File: src/ccu_pkg.sv
// Constants, field layouts and decode helpers for the two-unit capture/compare block.
// Assumes an APB slave with 32-bit data; each 8-bit register sits in the low byte of a word.

package ccu_pkg;

  // ==========================================================================
  // Register byte offsets
  localparam logic [7:0] OFS_TBC  = 8'h00;  // timebase_b_control
  localparam logic [7:0] OFS_U1L  = 8'h04;  // unit1_value_low
  localparam logic [7:0] OFS_U1H  = 8'h08;  // unit1_value_high
  localparam logic [7:0] OFS_U1C  = 8'h0c;  // unit1_control
  localparam logic [7:0] OFS_U2L  = 8'h10;  // unit2_value_low
  localparam logic [7:0] OFS_U2H  = 8'h14;  // unit2_value_high
  localparam logic [7:0] OFS_U2C  = 8'h18;  // unit2_control
  localparam logic [7:0] OFS_FLAG = 8'h1c;  // match flags, write one to clear
  localparam logic [7:0] OFS_IEN  = 8'h20;  // match interrupt enables

  // ==========================================================================
  // Field positions and masks
  localparam int unsigned TBC_SEL_HI = 6;      // timebase_select_hi
  localparam int unsigned TBC_SEL_LO = 3;      // timebase_select_lo
  localparam int unsigned CTRL_DC_LSB = 4;     // duty_low_bit0 position
  localparam logic [7:0]  CTRL1_MASK = 8'hff;  // unit 1: output_mode bits present
  localparam logic [7:0]  CTRL2_MASK = 8'h3f;  // unit 2: bits 7:6 absent

  // ==========================================================================
  // Reset values
  localparam logic [7:0]  RST_CTRL = 8'h00;
  localparam logic [7:0]  RST_TBC  = 8'h00;
  localparam logic [15:0] RST_VAL  = 16'h0000;
  localparam logic [1:0]  RST_IEN  = 2'h0;

  // ==========================================================================
  // Mode select field encodings
  localparam logic [3:0] MODE_OFF    = 4'h0;  // unit off
  localparam logic [3:0] MODE_TOGGLE = 4'h2;  // compare, toggle on match
  localparam logic [3:0] MODE_CAP_FALL = 4'h4;  // capture every falling edge
  localparam logic [3:0] MODE_CAP_RISE = 4'h5;  // capture every rising edge
  localparam logic [3:0] MODE_CAP_R4   = 4'h6;  // capture every 4th rising
  localparam logic [3:0] MODE_CAP_R16  = 4'h7;  // capture every 16th rising
  localparam logic [3:0] MODE_SET_HI = 4'h8;  // init low, drive high on match
  localparam logic [3:0] MODE_SET_LO = 4'h9;  // init high, drive low on match
  localparam logic [3:0] MODE_SWINT  = 4'ha;  // flag only
  localparam logic [3:0] MODE_SEV    = 4'hb;  // special event trigger

  // ==========================================================================
  // Decode helpers

  // Compare modes: toggle and the 10xx group
  function automatic logic is_compare(input logic [3:0] mode);
    is_compare = (mode[3:2] == 2'b10) || (mode == MODE_TOGGLE);
  endfunction : is_compare

  // Modes whose pin follows the compare latch rather than the port latch
  function automatic logic drives_pin(input logic [3:0] mode);
    drives_pin = (mode == MODE_TOGGLE) || (mode == MODE_SET_HI) ||
                 (mode == MODE_SET_LO) || (mode[3:2] == 2'b11);
  endfunction : drives_pin

  // Timer B chosen for unit (0 or 1) by the two select bits
  function automatic logic uses_timer_b(input logic hi, input logic lo,
                                        input logic unit2);
    uses_timer_b = hi | (lo & unit2);
  endfunction : uses_timer_b

endpackage : ccu_pkg

File: src/ccu_capture.sv
// Capture edge detector and prescaler for one unit.
// Assumes the pin input is already synchronous to pclk.
`timescale 1ns/100ps

module ccu_capture
  import ccu_pkg::*;
(
  input  wire logic       pclk,        // System clock
  input  wire logic       presetn,     // Async reset, active low
  input  wire logic       pin_in,      // Unit pin level
  input  wire logic [3:0] mode,        // Mode select field
  output logic            capture_evt  // One-cycle capture request
);

  logic       pin_q;     // Previous pin level
  logic [3:0] presc_q;   // Rising-edge prescaler
  logic       is_cap;    // Capture mode active
  logic       rise;      // Rising edge seen
  logic       fall;      // Falling edge seen

  assign is_cap = (mode[3:2] == 2'b01);
  assign rise   = pin_in & ~pin_q;
  assign fall   = ~pin_in & pin_q;

  // ==========================================================================
  // Edge history
  always_ff @(posedge pclk or negedge presetn)
  begin
    if (!presetn)
      pin_q <= 1'b0;
    else
      pin_q <= pin_in;
  end

  // ==========================================================================
  // Prescaler: cleared whenever capture is off. Switching between two
  // capture modes keeps the count, so a first capture may come early.
  always_ff @(posedge pclk or negedge presetn)
  begin
    if (!presetn)
      presc_q <= 4'h0;
    else if (!is_cap)
      presc_q <= 4'h0;
    else if (rise)
      presc_q <= presc_q + 4'h1;
  end

  // ==========================================================================
  // Event selection by mode
  always_comb
  begin
    case (mode)
      MODE_CAP_FALL: capture_evt = fall;
      MODE_CAP_RISE: capture_evt = rise;
      MODE_CAP_R4:   capture_evt = rise && (presc_q[1:0] == 2'h3);
      MODE_CAP_R16:  capture_evt = rise && (presc_q == 4'hf);
      default:       capture_evt = 1'b0;
    endcase
  end

endmodule : ccu_capture

File: src/ccu_top.sv
// Two capture/compare units with an APB register slave.
// Assumes timer counts and pin inputs are synchronous to pclk; the
// timers, port latches and converter live outside and obey the reset
// and start pulses given here.
`timescale 1ns/100ps

module ccu_top
  import ccu_pkg::*;
(
  input  wire logic        pclk,              // System clock
  input  wire logic        presetn,           // Async reset, active low
  input  wire logic        psel,              // APB select
  input  wire logic        penable,           // APB enable
  input  wire logic        pwrite,            // APB write
  input  wire logic [7:0]  paddr,             // APB byte address
  input  wire logic [31:0] pwdata,            // APB write data
  output logic      [31:0] prdata,            // APB read data
  output logic             pready,            // APB ready
  output logic             pslverr,           // APB error, unmapped
  input  wire logic [15:0] timer_a_count,     // Timer A count
  input  wire logic [15:0] timer_b_count,     // Timer B count
  input  wire logic [9:0]  pwm_count,         // PWM base with fine bits
  input  wire logic        pwm_period,        // PWM period end pulse
  input  wire logic        unit1_pin_in,      // Unit 1 pin level
  input  wire logic        unit2_pin_in,      // Unit 2 pin level
  input  wire logic        unit1_port_latch,  // Unit 1 port data latch
  input  wire logic        unit2_port_latch,  // Unit 2 port data latch
  input  wire logic        adc_enabled,       // Converter enabled
  output logic             unit1_pin,         // Unit 1 pin drive level
  output logic             unit2_pin,         // Unit 2 pin drive level
  output logic             timer_a_reset,     // Timer A reset pulse
  output logic             timer_b_reset,     // Timer B reset pulse
  output logic             adc_start,         // Conversion start pulse
  output logic             unit1_irq,         // Unit 1 interrupt request
  output logic             unit2_irq          // Unit 2 interrupt request
);

  localparam int unsigned NU = 2;  // Number of units

  // ==========================================================================
  // Declarations
  logic [7:0]  tbc_q;            // timebase_b_control
  logic [1:0]  ien_q;            // match_irq_enable per unit
  logic [31:0] prdata_q;         // Read data register
  logic [31:0] rd_mux;           // Read data selection
  logic        mapped;           // Address decodes to a register
  logic        wr_en;            // Write access phase
  logic [7:0]  wbyte;            // Low byte of write data
  logic [7:0]  ctrl_q [NU];      // unit control registers
  logic [15:0] val_q  [NU];      // compare_value_register
  logic [1:0]  dcl_q  [NU];      // PWM duty low-bit latch
  logic [NU-1:0] out_q;          // Compare output latch
  logic [NU-1:0] eq_q;           // Equality seen last cycle
  logic [NU-1:0] flag_q;         // match_flag
  logic [NU-1:0] sev_q;          // Special event pulse
  logic [NU-1:0] ctrl_we;        // Control write strobe
  logic [NU-1:0] lo_we;          // Value low write strobe
  logic [NU-1:0] hi_we;          // Value high write strobe
  logic [NU-1:0] match;          // New compare equality
  logic [NU-1:0] cap_evt;        // Capture request
  logic [NU-1:0] use_b;          // Unit runs from timer B
  logic [NU-1:0] pin_in;         // Pin inputs as a vector
  logic [NU-1:0] port_latch;     // Port latches as a vector
  logic [NU-1:0] pin_out;        // Pin drive as a vector
  logic [NU-1:0] irq;            // Requests as a vector
  logic [3:0]  mode   [NU];      // mode_select_field
  logic [15:0] tcount [NU];      // Selected timer count

  assign pin_in     = {unit2_pin_in, unit1_pin_in};
  assign port_latch = {unit2_port_latch, unit1_port_latch};
  assign unit1_pin  = pin_out[0];
  assign unit2_pin  = pin_out[1];
  assign unit1_irq  = irq[0];
  assign unit2_irq  = irq[1];

  // ==========================================================================
  // APB slave: zero wait states, read data sampled in the setup cycle
  assign pready  = 1'b1;
  assign wr_en   = psel & penable & pwrite;
  assign wbyte   = pwdata[7:0];
  assign mapped  = (paddr == OFS_TBC) || (paddr == OFS_U1L) ||
                   (paddr == OFS_U1H) || (paddr == OFS_U1C) ||
                   (paddr == OFS_U2L) || (paddr == OFS_U2H) ||
                   (paddr == OFS_U2C) || (paddr == OFS_FLAG) ||
                   (paddr == OFS_IEN);
  assign pslverr = psel & penable & ~mapped;
  assign prdata  = prdata_q;

  // Write strobes per unit; unmapped writes are dropped
  assign ctrl_we = {wr_en && (paddr == OFS_U2C), wr_en && (paddr == OFS_U1C)};
  assign lo_we   = {wr_en && (paddr == OFS_U2L), wr_en && (paddr == OFS_U1L)};
  assign hi_we   = {wr_en && (paddr == OFS_U2H), wr_en && (paddr == OFS_U1H)};

  // Read selection; narrow registers sit in the low bits
  always_comb
  begin
    rd_mux = 32'h0000_0000;
    case (paddr)
      OFS_TBC:  rd_mux[7:0]  = tbc_q;
      OFS_U1L:  rd_mux[7:0]  = val_q[0][7:0];
      OFS_U1H:  rd_mux[7:0]  = val_q[0][15:8];
      OFS_U1C:  rd_mux[7:0]  = ctrl_q[0];
      OFS_U2L:  rd_mux[7:0]  = val_q[1][7:0];
      OFS_U2H:  rd_mux[7:0]  = val_q[1][15:8];
      OFS_U2C:  rd_mux[7:0]  = ctrl_q[1];
      OFS_FLAG: rd_mux[1:0]  = flag_q;
      OFS_IEN:  rd_mux[1:0]  = ien_q;
      default:  rd_mux       = 32'h0000_0000;  // Unmapped reads zero
    endcase
  end

  // Read data captured in setup so it is stable for the access phase
  always_ff @(posedge pclk or negedge presetn)
  begin
    if (!presetn)
      prdata_q <= 32'h0000_0000;
    else if (psel && !penable)
      prdata_q <= rd_mux;
  end

  // Shared configuration registers
  always_ff @(posedge pclk or negedge presetn)
  begin
    if (!presetn)
      tbc_q <= RST_TBC;
    else if (wr_en && (paddr == OFS_TBC))
      tbc_q <= wbyte;
  end

  always_ff @(posedge pclk or negedge presetn)
  begin
    if (!presetn)
      ien_q <= RST_IEN;
    else if (wr_en && (paddr == OFS_IEN))
      ien_q <= pwdata[1:0];
  end

  // ==========================================================================
  // System outputs: timer resets follow each unit's assigned timer
  assign timer_a_reset = (sev_q[0] & ~use_b[0]) | (sev_q[1] & ~use_b[1]);
  assign timer_b_reset = (sev_q[0] & use_b[0]) | (sev_q[1] & use_b[1]);
  // A start while the converter is off would be lost anyway; gate it here
  assign adc_start = sev_q[1] & adc_enabled;

  // ==========================================================================
  // Per-unit capture/compare/PWM logic
  for (genvar i = 0; i < NU; i++)
  begin : g_unit
    localparam logic [7:0] MASK = (i == 0) ? CTRL1_MASK : CTRL2_MASK;

    assign mode[i]   = ctrl_q[i][3:0];
    assign use_b[i]  = uses_timer_b(tbc_q[TBC_SEL_HI], tbc_q[TBC_SEL_LO],
                                    1'(i));
    assign tcount[i] = use_b[i] ? timer_b_count : timer_a_count;
    // Full-width equality, acted on only at its first cycle
    assign match[i]  = is_compare(mode[i]) && (tcount[i] == val_q[i]) &&
                       !eq_q[i];
    assign irq[i]    = flag_q[i] & ien_q[i];
    assign pin_out[i] = drives_pin(mode[i]) ? out_q[i] : port_latch[i];

    ccu_capture u_cap (
      .pclk        (pclk),
      .presetn     (presetn),
      .pin_in      (pin_in[i]),
      .mode        (mode[i]),
      .capture_evt (cap_evt[i])
    );

    // Control register; absent bits never store
    always_ff @(posedge pclk or negedge presetn)
    begin
      if (!presetn)
        ctrl_q[i] <= RST_CTRL;
      else if (ctrl_we[i])
        ctrl_q[i] <= wbyte & MASK;
    end

    // Equality history, cleared outside compare so re-entry matches again
    always_ff @(posedge pclk or negedge presetn)
    begin
      if (!presetn)
        eq_q[i] <= 1'b0;
      else
        eq_q[i] <= is_compare(mode[i]) && (tcount[i] == val_q[i]);
    end

    // Value register: capture wins over software; high byte is
    // read-only in PWM where it holds the active duty
    always_ff @(posedge pclk or negedge presetn)
    begin
      if (!presetn)
        val_q[i] <= RST_VAL;
      else if (cap_evt[i])
        val_q[i] <= tcount[i];
      else if (mode[i][3:2] == 2'b11 && pwm_period)
        val_q[i][15:8] <= val_q[i][7:0];
      else if (lo_we[i])
        val_q[i][7:0] <= wbyte;
      else if (hi_we[i] && mode[i][3:2] != 2'b11)
        val_q[i][15:8] <= wbyte;
    end

    // Duty low-bit latch, double-buffered with the high byte
    always_ff @(posedge pclk or negedge presetn)
    begin
      if (!presetn)
        dcl_q[i] <= 2'h0;
      else if (mode[i][3:2] == 2'b11 && pwm_period)
        dcl_q[i] <= ctrl_q[i][CTRL_DC_LSB +: 2];
    end

    // Compare/PWM output latch
    always_ff @(posedge pclk or negedge presetn)
    begin
      if (!presetn)
        out_q[i] <= 1'b0;
      else if (ctrl_we[i])
      begin
        // Writes of mode 1000 or 1001 initialise the latch; a zero write forces it low
        if (wbyte == 8'h00)
          out_q[i] <= 1'b0;
        else if (wbyte[3:0] == MODE_SET_HI)
          out_q[i] <= 1'b0;
        else if (wbyte[3:0] == MODE_SET_LO)
          out_q[i] <= 1'b1;
      end
      else if (mode[i][3:2] == 2'b11)
      begin
        // PWM: set at period end unless duty is zero, clear on duty match
        if (pwm_period)
          out_q[i] <= ({val_q[i][7:0], ctrl_q[i][CTRL_DC_LSB +: 2]} != 10'h000);
        else if ({val_q[i][15:8], dcl_q[i]} == pwm_count)
          out_q[i] <= 1'b0;
      end
      else if (match[i])
      begin
        case (mode[i])
          MODE_SET_HI: out_q[i] <= 1'b1;
          MODE_SET_LO: out_q[i] <= 1'b0;
          MODE_TOGGLE: out_q[i] <= ~out_q[i];
          default:     out_q[i] <= out_q[i];
        endcase
      end
    end

    // Match flag: a set in the clearing cycle wins
    always_ff @(posedge pclk or negedge presetn)
    begin
      if (!presetn)
        flag_q[i] <= 1'b0;
      else if (match[i] || cap_evt[i])
        flag_q[i] <= 1'b1;
      else if (wr_en && (paddr == OFS_FLAG) && pwdata[i])
        flag_q[i] <= 1'b0;
    end

    // Special event, registered so it is exactly one cycle wide
    always_ff @(posedge pclk or negedge presetn)
    begin
      if (!presetn)
        sev_q[i] <= 1'b0;
      else
        sev_q[i] <= match[i] && (mode[i] == MODE_SEV);
    end

    // ========================================================================
    // Assertions
    a_flag_on_match: assert property (
      @(posedge pclk) disable iff (!presetn) match[i] |=> flag_q[i])
      else $error("match flag not set after compare match");

    a_pin_set_high: assert property (
      @(posedge pclk) disable iff (!presetn)
      match[i] && mode[i] == MODE_SET_HI && !ctrl_we[i] |=> out_q[i] && pin_out[i])
      else $error("pin not driven high on match");

    a_swint_pin_kept: assert property (
      @(posedge pclk) disable iff (!presetn)
      match[i] && mode[i] == MODE_SWINT && !ctrl_we[i] |=>
      $stable(out_q[i]) && pin_out[i] == port_latch[i])
      else $error("software interrupt mode changed the pin");

    a_irq_gated: assert property (
      @(posedge pclk) disable iff (!presetn)
      irq[i] |-> flag_q[i] && ien_q[i])
      else $error("interrupt without flag and enable");

    a_sev_single: assert property (
      @(posedge pclk) disable iff (!presetn) sev_q[i] |=> !sev_q[i])
      else $error("special event longer than one cycle");

    a_sev_cause: assert property (
      @(posedge pclk) disable iff (!presetn)
      sev_q[i] |-> $past(match[i]) && $past(mode[i]) == MODE_SEV)
      else $error("special event without a mode 1011 match");

    a_timer_reset: assert property (
      @(posedge pclk) disable iff (!presetn)
      sev_q[i] |-> (use_b[i] ? timer_b_reset : timer_a_reset))
      else $error("special event did not reset its timer");

    a_zero_clears: assert property (
      @(posedge pclk) disable iff (!presetn)
      ctrl_we[i] && wbyte == 8'h00 |=> !out_q[i] && mode[i] == MODE_OFF)
      else $error("zero control write left latch high");

    a_match_once: assert property (
      @(posedge pclk) disable iff (!presetn) match[i] |=> !match[i])
      else $error("one equality acted on twice");

    a_capture_load: assert property (
      @(posedge pclk) disable iff (!presetn)
      cap_evt[i] |=> val_q[i] == $past(tcount[i]))
      else $error("capture did not load the timer count");
  end

  a_rsvd_zero: assert property (
    @(posedge pclk) disable iff (!presetn) (ctrl_q[1] & ~CTRL2_MASK) == 8'h00)
    else $error("unit 2 unimplemented control bits not zero");

  a_adc_gate: assert property (
    @(posedge pclk) disable iff (!presetn)
    adc_start |-> adc_enabled && $past(match[1]) && $past(mode[1]) == MODE_SEV)
    else $error("conversion start without unit 2 event");

endmodule : ccu_top

File: config.mk
export PLATFORM = sky130hd
export DESIGN_NAME = ccu_top
export DESIGN_NICKNAME = d
export VERILOG_FILES = /design/src/ccu_pkg.sv /design/src/ccu_capture.sv /design/src/ccu_top.sv
export SDC_FILE = /design/constraint.sdc
export NUM_CORES = 1
export LEC_CHECK = 0
export BUFFER_PORTS_ARGS = -buffer_cell sky130_fd_sc_hd__buf_2
export CAP_MARGIN = 0
export CORE_ASPECT_RATIO = 0.6
export CORE_MARGIN = 2
export CORE_UTILIZATION = 60
export DETAILED_ROUTE_END_ITERATION = 7
export PLACE_DENSITY = 0.87
export SYNTH_ARGS = -nofsm -noshare
export SYNTH_HDL_FRONTEND = slang
export SYNTH_HIERARCHICAL = 1
export SYNTH_SLANG_ARGS = --single-unit
File: constraint.sdc
create_clock -name pclk -period 3.9 [get_ports pclk]
set_clock_uncertainty 0.1 [all_clocks]
set_input_delay 0.39 -clock pclk [delete_from_list [all_inputs] [get_ports pclk]]
set_output_delay 0.39 -clock pclk [all_outputs]
set_load 0.1 [all_outputs]
==> reports/qor.csv, run 1 <==
metric;value;unit
grt_pass1_wl;31.97;mm
ys_warn_count;6;
regArea;2152;um2
hold_class;input port to asynchronous set/reset pin;
ys_types;66;
ys_seq_area_share;34.94;%
drv_slew;0;
vdd_drop_max;0.2524;mV
slowest_delay;0.87;ns
whs;0.05148;ns
internal-power;1.676;mW
status;finished, final reports clean;
finalHoldViolCount;0;
die_w;134.8;um
synth_top_cell_by_area;dfrtp_1;
io_buffer_count;84;
drc;0;
power_density;350.6;nW/um2
cts.sinks;86;
drt_iter0_markers;941;
period_minus_slack;3.138;ns
crit_type;flop to flop;
cts_made_buffers;9;
crit_path_top_delay_cell;dfrtp_1;
p_seq_share;41.4;%
crit_family;simple AND/OR/NAND/NOR gates;
multi_input_area;3702;um2
final_common_cell;dfrtp_1;
grtUsageTotal;38.90;%
die_height;82.49;um
clock_power_share;40.6;%
path_max_fanout;20;
h-tree-depth;3;
clock.fmax;318.7;MHz
cp-end-kind;flop;
finalSetupViolations;0;
finalSetupTns;0;ns
syn_to_final_growth;12.09;%
dpl.hpwl;15.34;mm
gp_congestion;1.013;
postRouteAntennaNets;0;
critPathBufInv;1;
final_cell_area;6904;um2
vias;6020;
placed_area;6578;um2
synth_top_cell_area_share;34.94;%
post-cts-setup-buffer-count;0;
synth-main-ff-cell;dfrtp_1;
num_rows;28;
leakagePower;3.148;nW
arrival;3.28;ns
cts_root_buf;clkbuf_16;
firstDrtPassIters;7;
synth-async-reset-ratio;100.0;%
io-pin-count;134;
cts_hold_buf;0;
r2r-end;sev_q[0];
clock_latency;0.34;ns
routed_wl;20.96;mm
p_sw;744.1;uW
final_cell_mix;86 x dfrtp_1, 83 x buf_2, 76 x nand2_1;
crit_path_start_kind;flop;
synth_area;6160;um2
yosys-top-cells-area;dfrtp_1 35%, mux2i_1 6.3%, mux2_2 5.7%, nand2_1 4.6%, o21ai_0 3.9%;
n_fill_cell;778;
synth-edff-count;0;
finalNetCount;856;
core;9915;um2
antenna_found_initial;1;
start_util;62.13;%
clk_pin_slew;0.06;ns
grt_max_degree;61;
rr_startpoint;tbc_q[6];
cap_violations;0;
routedWlPerCell;23.31;um
worst_pin_slew;0.8138;ns
drive_gt1_share;20.68;%
finalCritPeriodShare;80.46;%
viasPerCell;6.696;
crit_path_cell_trace;buf_4 > mux2i_1 > xnor2_1 > nor4_1 > nand4_1 > or3_1 > nor3_1;
pwr-share-comb;18.0;%
synthCells;695;
rsz0062_at_grt;no;
antenna_cells;0;
dieArea;11120;um2
cts_tree;done;
max_slew_margin;45.75;%
cp.required;4.04;ns
grt.overflow.total;0;
grt_pass1_vias;5664;
p_sw_share;30.74;%
synth-seq-cells;86;
r2r_slack;0.76;ns
syn_area_per_cell;8.863;um2
rr_worst_depth;7;
cts_buffer_depth;2;
cts_resized;0;
-- per-stage QoR --
step                cells  power [mW]  util [%]  setup slack, ns
finish                899       2.420     69.64           0.7620
global route          899       2.484     69.64           0.6627
CTS                   899       2.401     69.64           0.8497
detailed placement    885       1.433     66.34           0.9001
global placement      885       1.421     66.34           0.9928
floorplan             718       1.299         -           0.3700
-- metal layers --
layer | vias to the layer above | GRT usage (%) | wire length (um)
li1 | 2597 | - | -
met1 | 2867 | 54.30 | 8626
met2 | 489 | 59.24 | 8806
met3 | 65 | 11.17 | 2987
met4 | 2 | 11.47 | 521
met5 | - | 0 | 13
-- how the worst max path moves through the flow --
stage | from | cells after the start | to | slack, ns
after floorplan | paddr[3] | 3 | pslverr | 0.37
after global placement | tbc_q[6] | 8 | out_q[0] | 0.99
after detailed placement | tbc_q[6] | 7 | sev_q[0] | 0.90
after CTS | tbc_q[6] | 7 | sev_q[0] | 0.85
after global routing | tbc_q[6] | 7 | sev_q[0] | 0.66
final | tbc_q[6] | 7 | sev_q[0] | 0.76
-- power groups by stage --
stage	logic [mW]	registers [mW]	clock network, mW
after detailed placement	0.423	1.01	0
final	0.435	1.00	0.984
after floorplan	0.326	0.974	0
after CTS	0.427	0.994	0.981
after global routing	0.465	1.00	1.02
after global placement	0.413	1.01	0
-- logic make-up after synthesis --
kind of cell | synth area share [%]
compound gates | 18.65
mux | 12.00
flops | 34.94
simple gates | 20.39
fa+ha+maj | 0.4062
buf+inv | 6.663
xor+xnor | 6.825
other cells | 0.1219
-- state kept, by name, indices dropped and copies added (netlist names) --
name / cells
ctrl_q: 14
val_q: 32
tbc_q: 8
out_q: 2
g_unit.u_cap/pin_q: 2
g_unit.u_cap/presc_q: 8
flag_q: 2
sev_q: 2
prdata: 8
dcl_q: 4
eq_q: 2
ien_q: 2
-- final cells by class --
type	count	share of cell area, %
multi-input combinational	555	53.62
timing repair buffer	94	7.213
clock inverter	4	1.414
inverter	15	0.8155
clock buffer	10	3.316
tap	135	2.447
sequential	86	31.17
-- cell usage after synthesis (17+ instances only) --
| library cell | number |
|---|---|
| mux2_2 | 31 |
| clkbuf_1 | 22 |
| a211oi_1 | 23 |
| xnor2_1 | 24 |
| buf_4 | 27 |
| xor2_1 | 24 |
| nand3_1 | 21 |
| nand2_1 | 76 |
| nand2b_1 | 17 |
| nor2_1 | 42 |
| dfrtp_1 | 86 |
| o21ai_0 | 48 |
| a21oi_1 | 26 |
| mux2i_1 | 39 |
Note: power is estimated with default switching activity, not from simulation.
==> run 2: changes to the inputs <==
- CORE_UTILIZATION: 60 -> 50
- PLACE_DENSITY: 0.87 -> 0.77
- clock period: 3.9 -> 2.7 ns (I/O delays scaled with it)
==> run 2 against run 1 <==
Compared with the run above:
- worst setup slack lost 0.65 ns
- die area grew 19%
- sequential power grew 44%
- first-iteration DRC count shrank 27%
- routed wire length shrank 0.56%
- clock power grew 37%
- critical endpoint is now out_q[1]
- largest power group unchanged
==> reports/qor.csv, run 2 (same netlist as run 1, synthesis figures left out) <==
metric;value;unit;change
status;finished, final reports clean;;
grt_pass1_wl;32.37;mm;+1.3%
arrival;2.77;ns;-0.51 ns
drv_slew;0;;unchanged
crit_path_top_delay_cell;dfrtp_1;;
clock_latency;0.35;ns;about the same
clock.fmax;386.2;MHz;+21%
clock_power_share;39.3;%;-1.3 points
setup_slack;0.1108;ns;-0.6512 ns
dieArea;13250;um2;+19%
cp.required;2.88;ns;-1.16 ns
path_max_fanout;23;;+15%
cp-end-kind;flop;;
final_cell_area;7179;um2;+4.0%
antenna_cells;0;;unchanged
viasPerCell;6.196;;-7.5%
num_rows;31;;+11%
largest_reg_flops;32;;unchanged
cts_tree;done;;
regMostFlops;val_q;;
cts_root_buf;clkbuf_16;;
vias;5930;;-1.5%
power_density;480.0;nW/um2;+37%
die_height;89.98;um;+9.1%
period_minus_slack;2.589;ns;-0.5488 ns
slowest_delay;0.41;ns;-0.46 ns
routed_wl;20.84;mm;-0.56%
placed_area;6830;um2;+3.8%
hold_class;input port to flop;;
final_cell_mix;86 x dfrtp_1, 83 x buf_2, 76 x nand2_1;;
grtUsageTotal;31.90;%;-7.0 points
final_common_cell;dfrtp_1;;
postRouteAntennaNets;0;;unchanged
cts.sinks;86;;unchanged
leakagePower;3.290;nW;+4.5%
regArea;2152;um2;unchanged
cap_violations;0;;unchanged
crit_path_cell_trace;buf_12 > or2_2 > o211a_1 > nor4_1 > and4_1 > nand4b_1 > a211o_1 > nand3_1;;
core;12020;um2;+21%
die_w;147.3;um;+9.3%
grt.overflow.total;0;;unchanged
io-pin-count;134;;unchanged
p_sw;1.069;mW;+44%
crit_path_start_kind;flop;;
routedWlPerCell;21.77;um;-6.6%
rsz0062_at_grt;yes;;
rr_worst_depth;8;;+1
internal-power;2.377;mW;+42%
n_fill_cell;1100;;+41%
gp_congestion;1.010;;-0.31%
place_ws;0.1536;ns;-0.7465 ns
whs;0.01051;ns;-0.04097 ns
min_path_cells;1;;
clk_pin_slew;0.06;ns;about the same
cts_made_buffers;9;;unchanged
dpl.cell_count;938;;+6.0%
grt_max_degree;48;;-21%
drive_gt1_share;23.23;%;+2.6 points
p_seq_share;41.8;%;+0.4 points
start_util;51.23;%;-11 points
pwr-share-comb;18.9;%;+0.9 points
syn_to_final_growth;16.56;%;
io_buffer_count;84;;unchanged
vdd_drop_max;0.3060;mV;+21%
antenna_found_initial;1;;unchanged
grt_pass1_vias;5776;;+2.0%
finalCritPeriodShare;95.90;%;+15 points
worst_pin_slew;1.151;ns;+0.3371 ns
cts_buffer_depth;2;;unchanged
dpl.hpwl;15.83;mm;+3.2%
finalHoldViolCount;0;;unchanged
multi_input_area;3712;um2;+0.27%
max_slew_margin;23.28;%;-22 points
reg_top3;val_q (32), ctrl_q (14);;
finalNetCount;882;;+3.0%
critPathBufInv;1;;unchanged
crit_family;simple AND/OR/NAND/NOR gates;;
firstDrtPassIters;7;;unchanged
cp.depth;8;;+1
drt_iter0_markers;685;;-27%
p_sw_share;31.02;%;+0.28 points
final_cells;957;;+6.5%
drc;0;;unchanged
finalSetupViolations;0;;unchanged
h-tree-depth;3;;unchanged
crit_type;flop to flop;;
run 2: cell count changes in the layout (fill, tap and decap cells not counted), sizes merged:
cell / change
clkbuf: +2
dlygate4sd3: +2
clkinv: +2
clkinvlp: -1
bufinv: -1
buf: +24
run 2: final cells by class:
cell class	instances	share of cell area [%]
timing repair buffer	120	10.25
sequential	86	29.98
inverter	15	0.7842
tap	165	2.876
multi-input combinational	555	51.71
clock inverter	4	0.9759
clock buffer	12	3.433
run 2: repair_timing:
| item | in CTS | in global routing |
|---|---|---|
| endpoints found under the hold margin | 40 | 0 |
| gates resized for setup | 0 | 1 |
| endpoints found under the setup margin | 0 | 2 |
| buffers inserted | 0 | 1 |
| hold buffers | 2 | 0 |
run 2: through the flow:
step / util, % / power [mW] / setup TNS, ns
floorplan: - / 1.878 / 0
global placement: 56.81 / 2.080 / 0
detailed placement: 56.81 / 2.095 / 0
CTS: 59.60 / 3.452 / 0
global route: 59.71 / 3.574 / -0.01557
finish: 59.71 / 3.446 / 0
run 2: worst paths after layout:
| check | start | end | slack, ns |
|---|---|---|---|
| max in group asynchronous | presetn | val_q[1] | 1.51 |
| worst max-delay path | tbc_q[6] | out_q[1] | 0.11 |
| worst min-delay path | unit1_pin_in | g_unit[0].u_cap/pin_q | 0.01 |
| min in group asynchronous | presetn | ien_q[1] | 0.34 |
| worst min register to register | prdata[0] | prdata[0] | 0.38 |
| worst max register to register | tbc_q[6] | out_q[1] | 0.11 |
run 2: power groups by stage:
| stage | clock [mW] | combinational (mW) | sequential, mW |
|---|---|---|---|
| 6_report | 1.35 | 0.652 | 1.44 |
| 3_5_place_dp | 0 | 0.638 | 1.46 |
| 4_1_cts | 1.38 | 0.644 | 1.43 |
| 5_1_grt | 1.43 | 0.699 | 1.44 |
| 2_1_floorplan | 0 | 0.471 | 1.41 |
| 3_3_place_gp | 0 | 0.626 | 1.45 |
run 2: metal layers:
metal | global-route usage [%] | part of all wire (%) | up-vias
met1 | 46.58 | 45 | 2900
met5 | 0 | 0.062 | -
met4 | 8.654 | 2.2 | 2
met3 | 10.00 | 12 | 49
met2 | 45.52 | 41 | 331
li1 | - | - | 2648
==> run 3: changes to the inputs <==
- MAX_ROUTING_LAYER: default -> met4
==> run 3 against run 2 <==
Compared with the run above:
- the flow now finishes with violations (design-rule violations)
- utilization shrank 0.76 points
- worst setup slack better by 0.013 ns
- first-iteration DRC count is 0.73% lower
- combinational power fell by 2%
- register-to-register slack is essentially flat
- non-clock buffer count is 9 lower
- routed wire length fell by 1.9%
- critical endpoint unchanged
==> reports/qor.csv, run 3 (same netlist as run 1, synthesis figures left out) <==
metric;value;unit;change
status;complete, but fails checks;;
violations;design-rule violations;;
firstDrtPassIters;8;;+1
cap_violations;0;;unchanged
clock.fmax;388.2;MHz;+0.51%
clock_power_share;37.6;%;-1.7 points
finalNetCount;873;;-1.0%
grt_pass1_wl;31.95;mm;-1.3%
grtUsageTotal;32.33;%;+0.43 points
hold_class;input port to flop;;
worst_pin_slew;1.234;ns;+0.08361 ns
num_rows;31;;unchanged
cts_buffer_depth;2;;unchanged
viasPerCell;6.215;;+0.31%
core;12020;um2;unchanged
dieArea;13250;um2;unchanged
drive_gt1_share;22.51;%;-0.73 points
cp.required;2.88;ns;about the same
drt_iter0_markers;680;;-0.73%
gp_congestion;1.033;;+2.2%
grt.overflow.total;0;;unchanged
reg_top3;val_q (32), ctrl_q (14);;
cts_root_buf;clkbuf_16;;
largest_reg_flops;32;;unchanged
path_max_fanout;10;;-57%
start_util;51.23;%;unchanged
cts_made_buffers;9;;unchanged
finalSetupViolations;0;;unchanged
arrival;2.76;ns;about the same
postRouteAntennaNets;0;;unchanged
h-tree-depth;3;;unchanged
antenna_cells;0;;unchanged
max_slew_margin;17.70;%;-5.6 points
finalSetupTns;0;ns;unchanged
cts_tree;done;;
vdd_drop_max;0.3312;mV;+8.2%
routedWlPerCell;21.58;um;-0.91%
grt_pass1_vias;5526;;-4.3%
clk_pin_slew;0.07;ns;about the same
finalHoldViolCount;0;;unchanged
syn_to_final_growth;15.07;%;
drv_slew;0;;unchanged
rsz0062_at_grt;no;;
io_buffer_count;84;;unchanged
die_w;147.3;um;unchanged
final_cell_mix;85 x dfrtp_1, 83 x buf_2, 76 x nand2_1;;
routed_wl;20.43;mm;-1.9%
die_height;89.98;um;unchanged
pwr-share-comb;19.1;%;+0.2 points
dpl.hpwl;15.51;mm;-2.0%
antenna_found_initial;0;;-1
crit_type;flop to flop;;
setup_slack;0.1239;ns;+0.01312 ns
power_density;470.2;nW/um2;-2.0%
cts.sinks;86;;unchanged
n_fill_cell;1079;;-1.9%
internal-power;2.247;mW;-5.5%
final_common_cell;dfrtp_1;;
p_sw;1.086;mW;+1.6%
drc;10;;+10
finalCritPeriodShare;95.41;%;-0.49 points
place_ws;0.1548;ns;+0.001231 ns
p_sw_share;32.59;%;+1.6 points
period_minus_slack;2.576;ns;-0.01313 ns
io-pin-count;134;;unchanged
leakagePower;3.222;nW;-2.0%
grt_max_degree;56;;+17%
regMostFlops;val_q;;
clock_latency;0.35;ns;about the same
crit_path_start_kind;flop;;
vias;5886;;-0.74%
cp-end-kind;flop;;
p_seq_share;43.3;%;+1.5 points
-- run 3: cell count changes in the layout (fill, tap and decap cells not counted) --
| cell | previous run | this run |
|---|---|---|
| buf_4 | 32 | 22 |
| clkbuf_1 | 2 | 0 |
| clkinvlp_4 | 0 | 2 |
| bufinv_16 | 2 | 1 |
| clkbuf_8 | 1 | 0 |
| clkinv_4 | 0 | 1 |
| dfrtp_1 | 86 | 85 |
| dfrtp_2 | 0 | 1 |
| dlygate4sd3_1 | 2 | 3 |
-- run 3: area by class of cell --
class	instances	area (um2)	share of cell area (%)
Timing Repair Buffer	111	670.6	9.462
Clock inverter	6	63.81	0.9003
Inverter	15	56.30	0.7944
Clock buffer	9	225.2	3.177
Multi-Input combinational cell	555	3712	52.37
Sequential cell	86	2153	30.38
Tap cell	165	206.4	2.913
-- run 3: critical path: stages, from the launching register on --
cell      delay [ns]
dfrtp_1         0.50
or2_2           0.45
o211a_1         0.24
nor4_1          0.27
and4_1          0.25
nand4b_1        0.27
a211o_1         0.35
nand3_1         0.08
-- run 3: timing repair --
| item | in CTS | in global routing |
|---|---|---|
| setup buffers | 0 | 1 |
| endpoints found under the setup margin | 0 | 4 |
| endpoints found under the hold margin | 56 | 0 |
| hold buffers | 3 | 0 |
| gates resized for setup | 0 | 2 |
-- run 3: per-stage QoR --
step	instances	hold slack (ns)	area, um2	util [%]	power [mW]
5_1_grt	947	0.1321	7088	58.95	3.443
3_5_place_dp	928	0.2844	6755	56.18	2.082
4_1_cts	946	0.1132	7074	58.83	3.323
6_report	947	0.1190	7088	58.95	3.333
3_3_place_gp	928	0.2725	6755	56.18	2.062
2_1_floorplan	718	-0.1256	6251	-	1.878
-- run 3: final timing paths --
check	startpoint	endpoint	slack [ns]	cells past startpoint
max	tbc_q[3]	out_q[1]	0.12	7
min	timer_a_count[14]	val_q[14]	0.12	3
max reg2reg	tbc_q[3]	out_q[1]	0.12	7
min reg2reg	prdata[1]	prdata[1]	0.38	2
max in group asynchronous	presetn	val_q[14]	1.42	3
min in group asynchronous	presetn	prdata[6]	0.44	2
-- run 3: power by group through the flow --
stage	Clock [mW]	Sequential (mW)	Combinational, mW
final	1.25	1.44	0.637
after global routing	1.31	1.44	0.686
after CTS	1.26	1.43	0.631
after detailed placement	0	1.46	0.625
after global placement	0	1.45	0.608
after floorplan	0	1.41	0.471
-- run 3: metal layers --
metal	track usage, %	up-vias	share of wire [%]
li1	-	2632	-
met1	48.85	2835	45
met2	43.96	381	41
met3	7.107	38	12
met4	7.212	0	1.7
met5	-	-	0
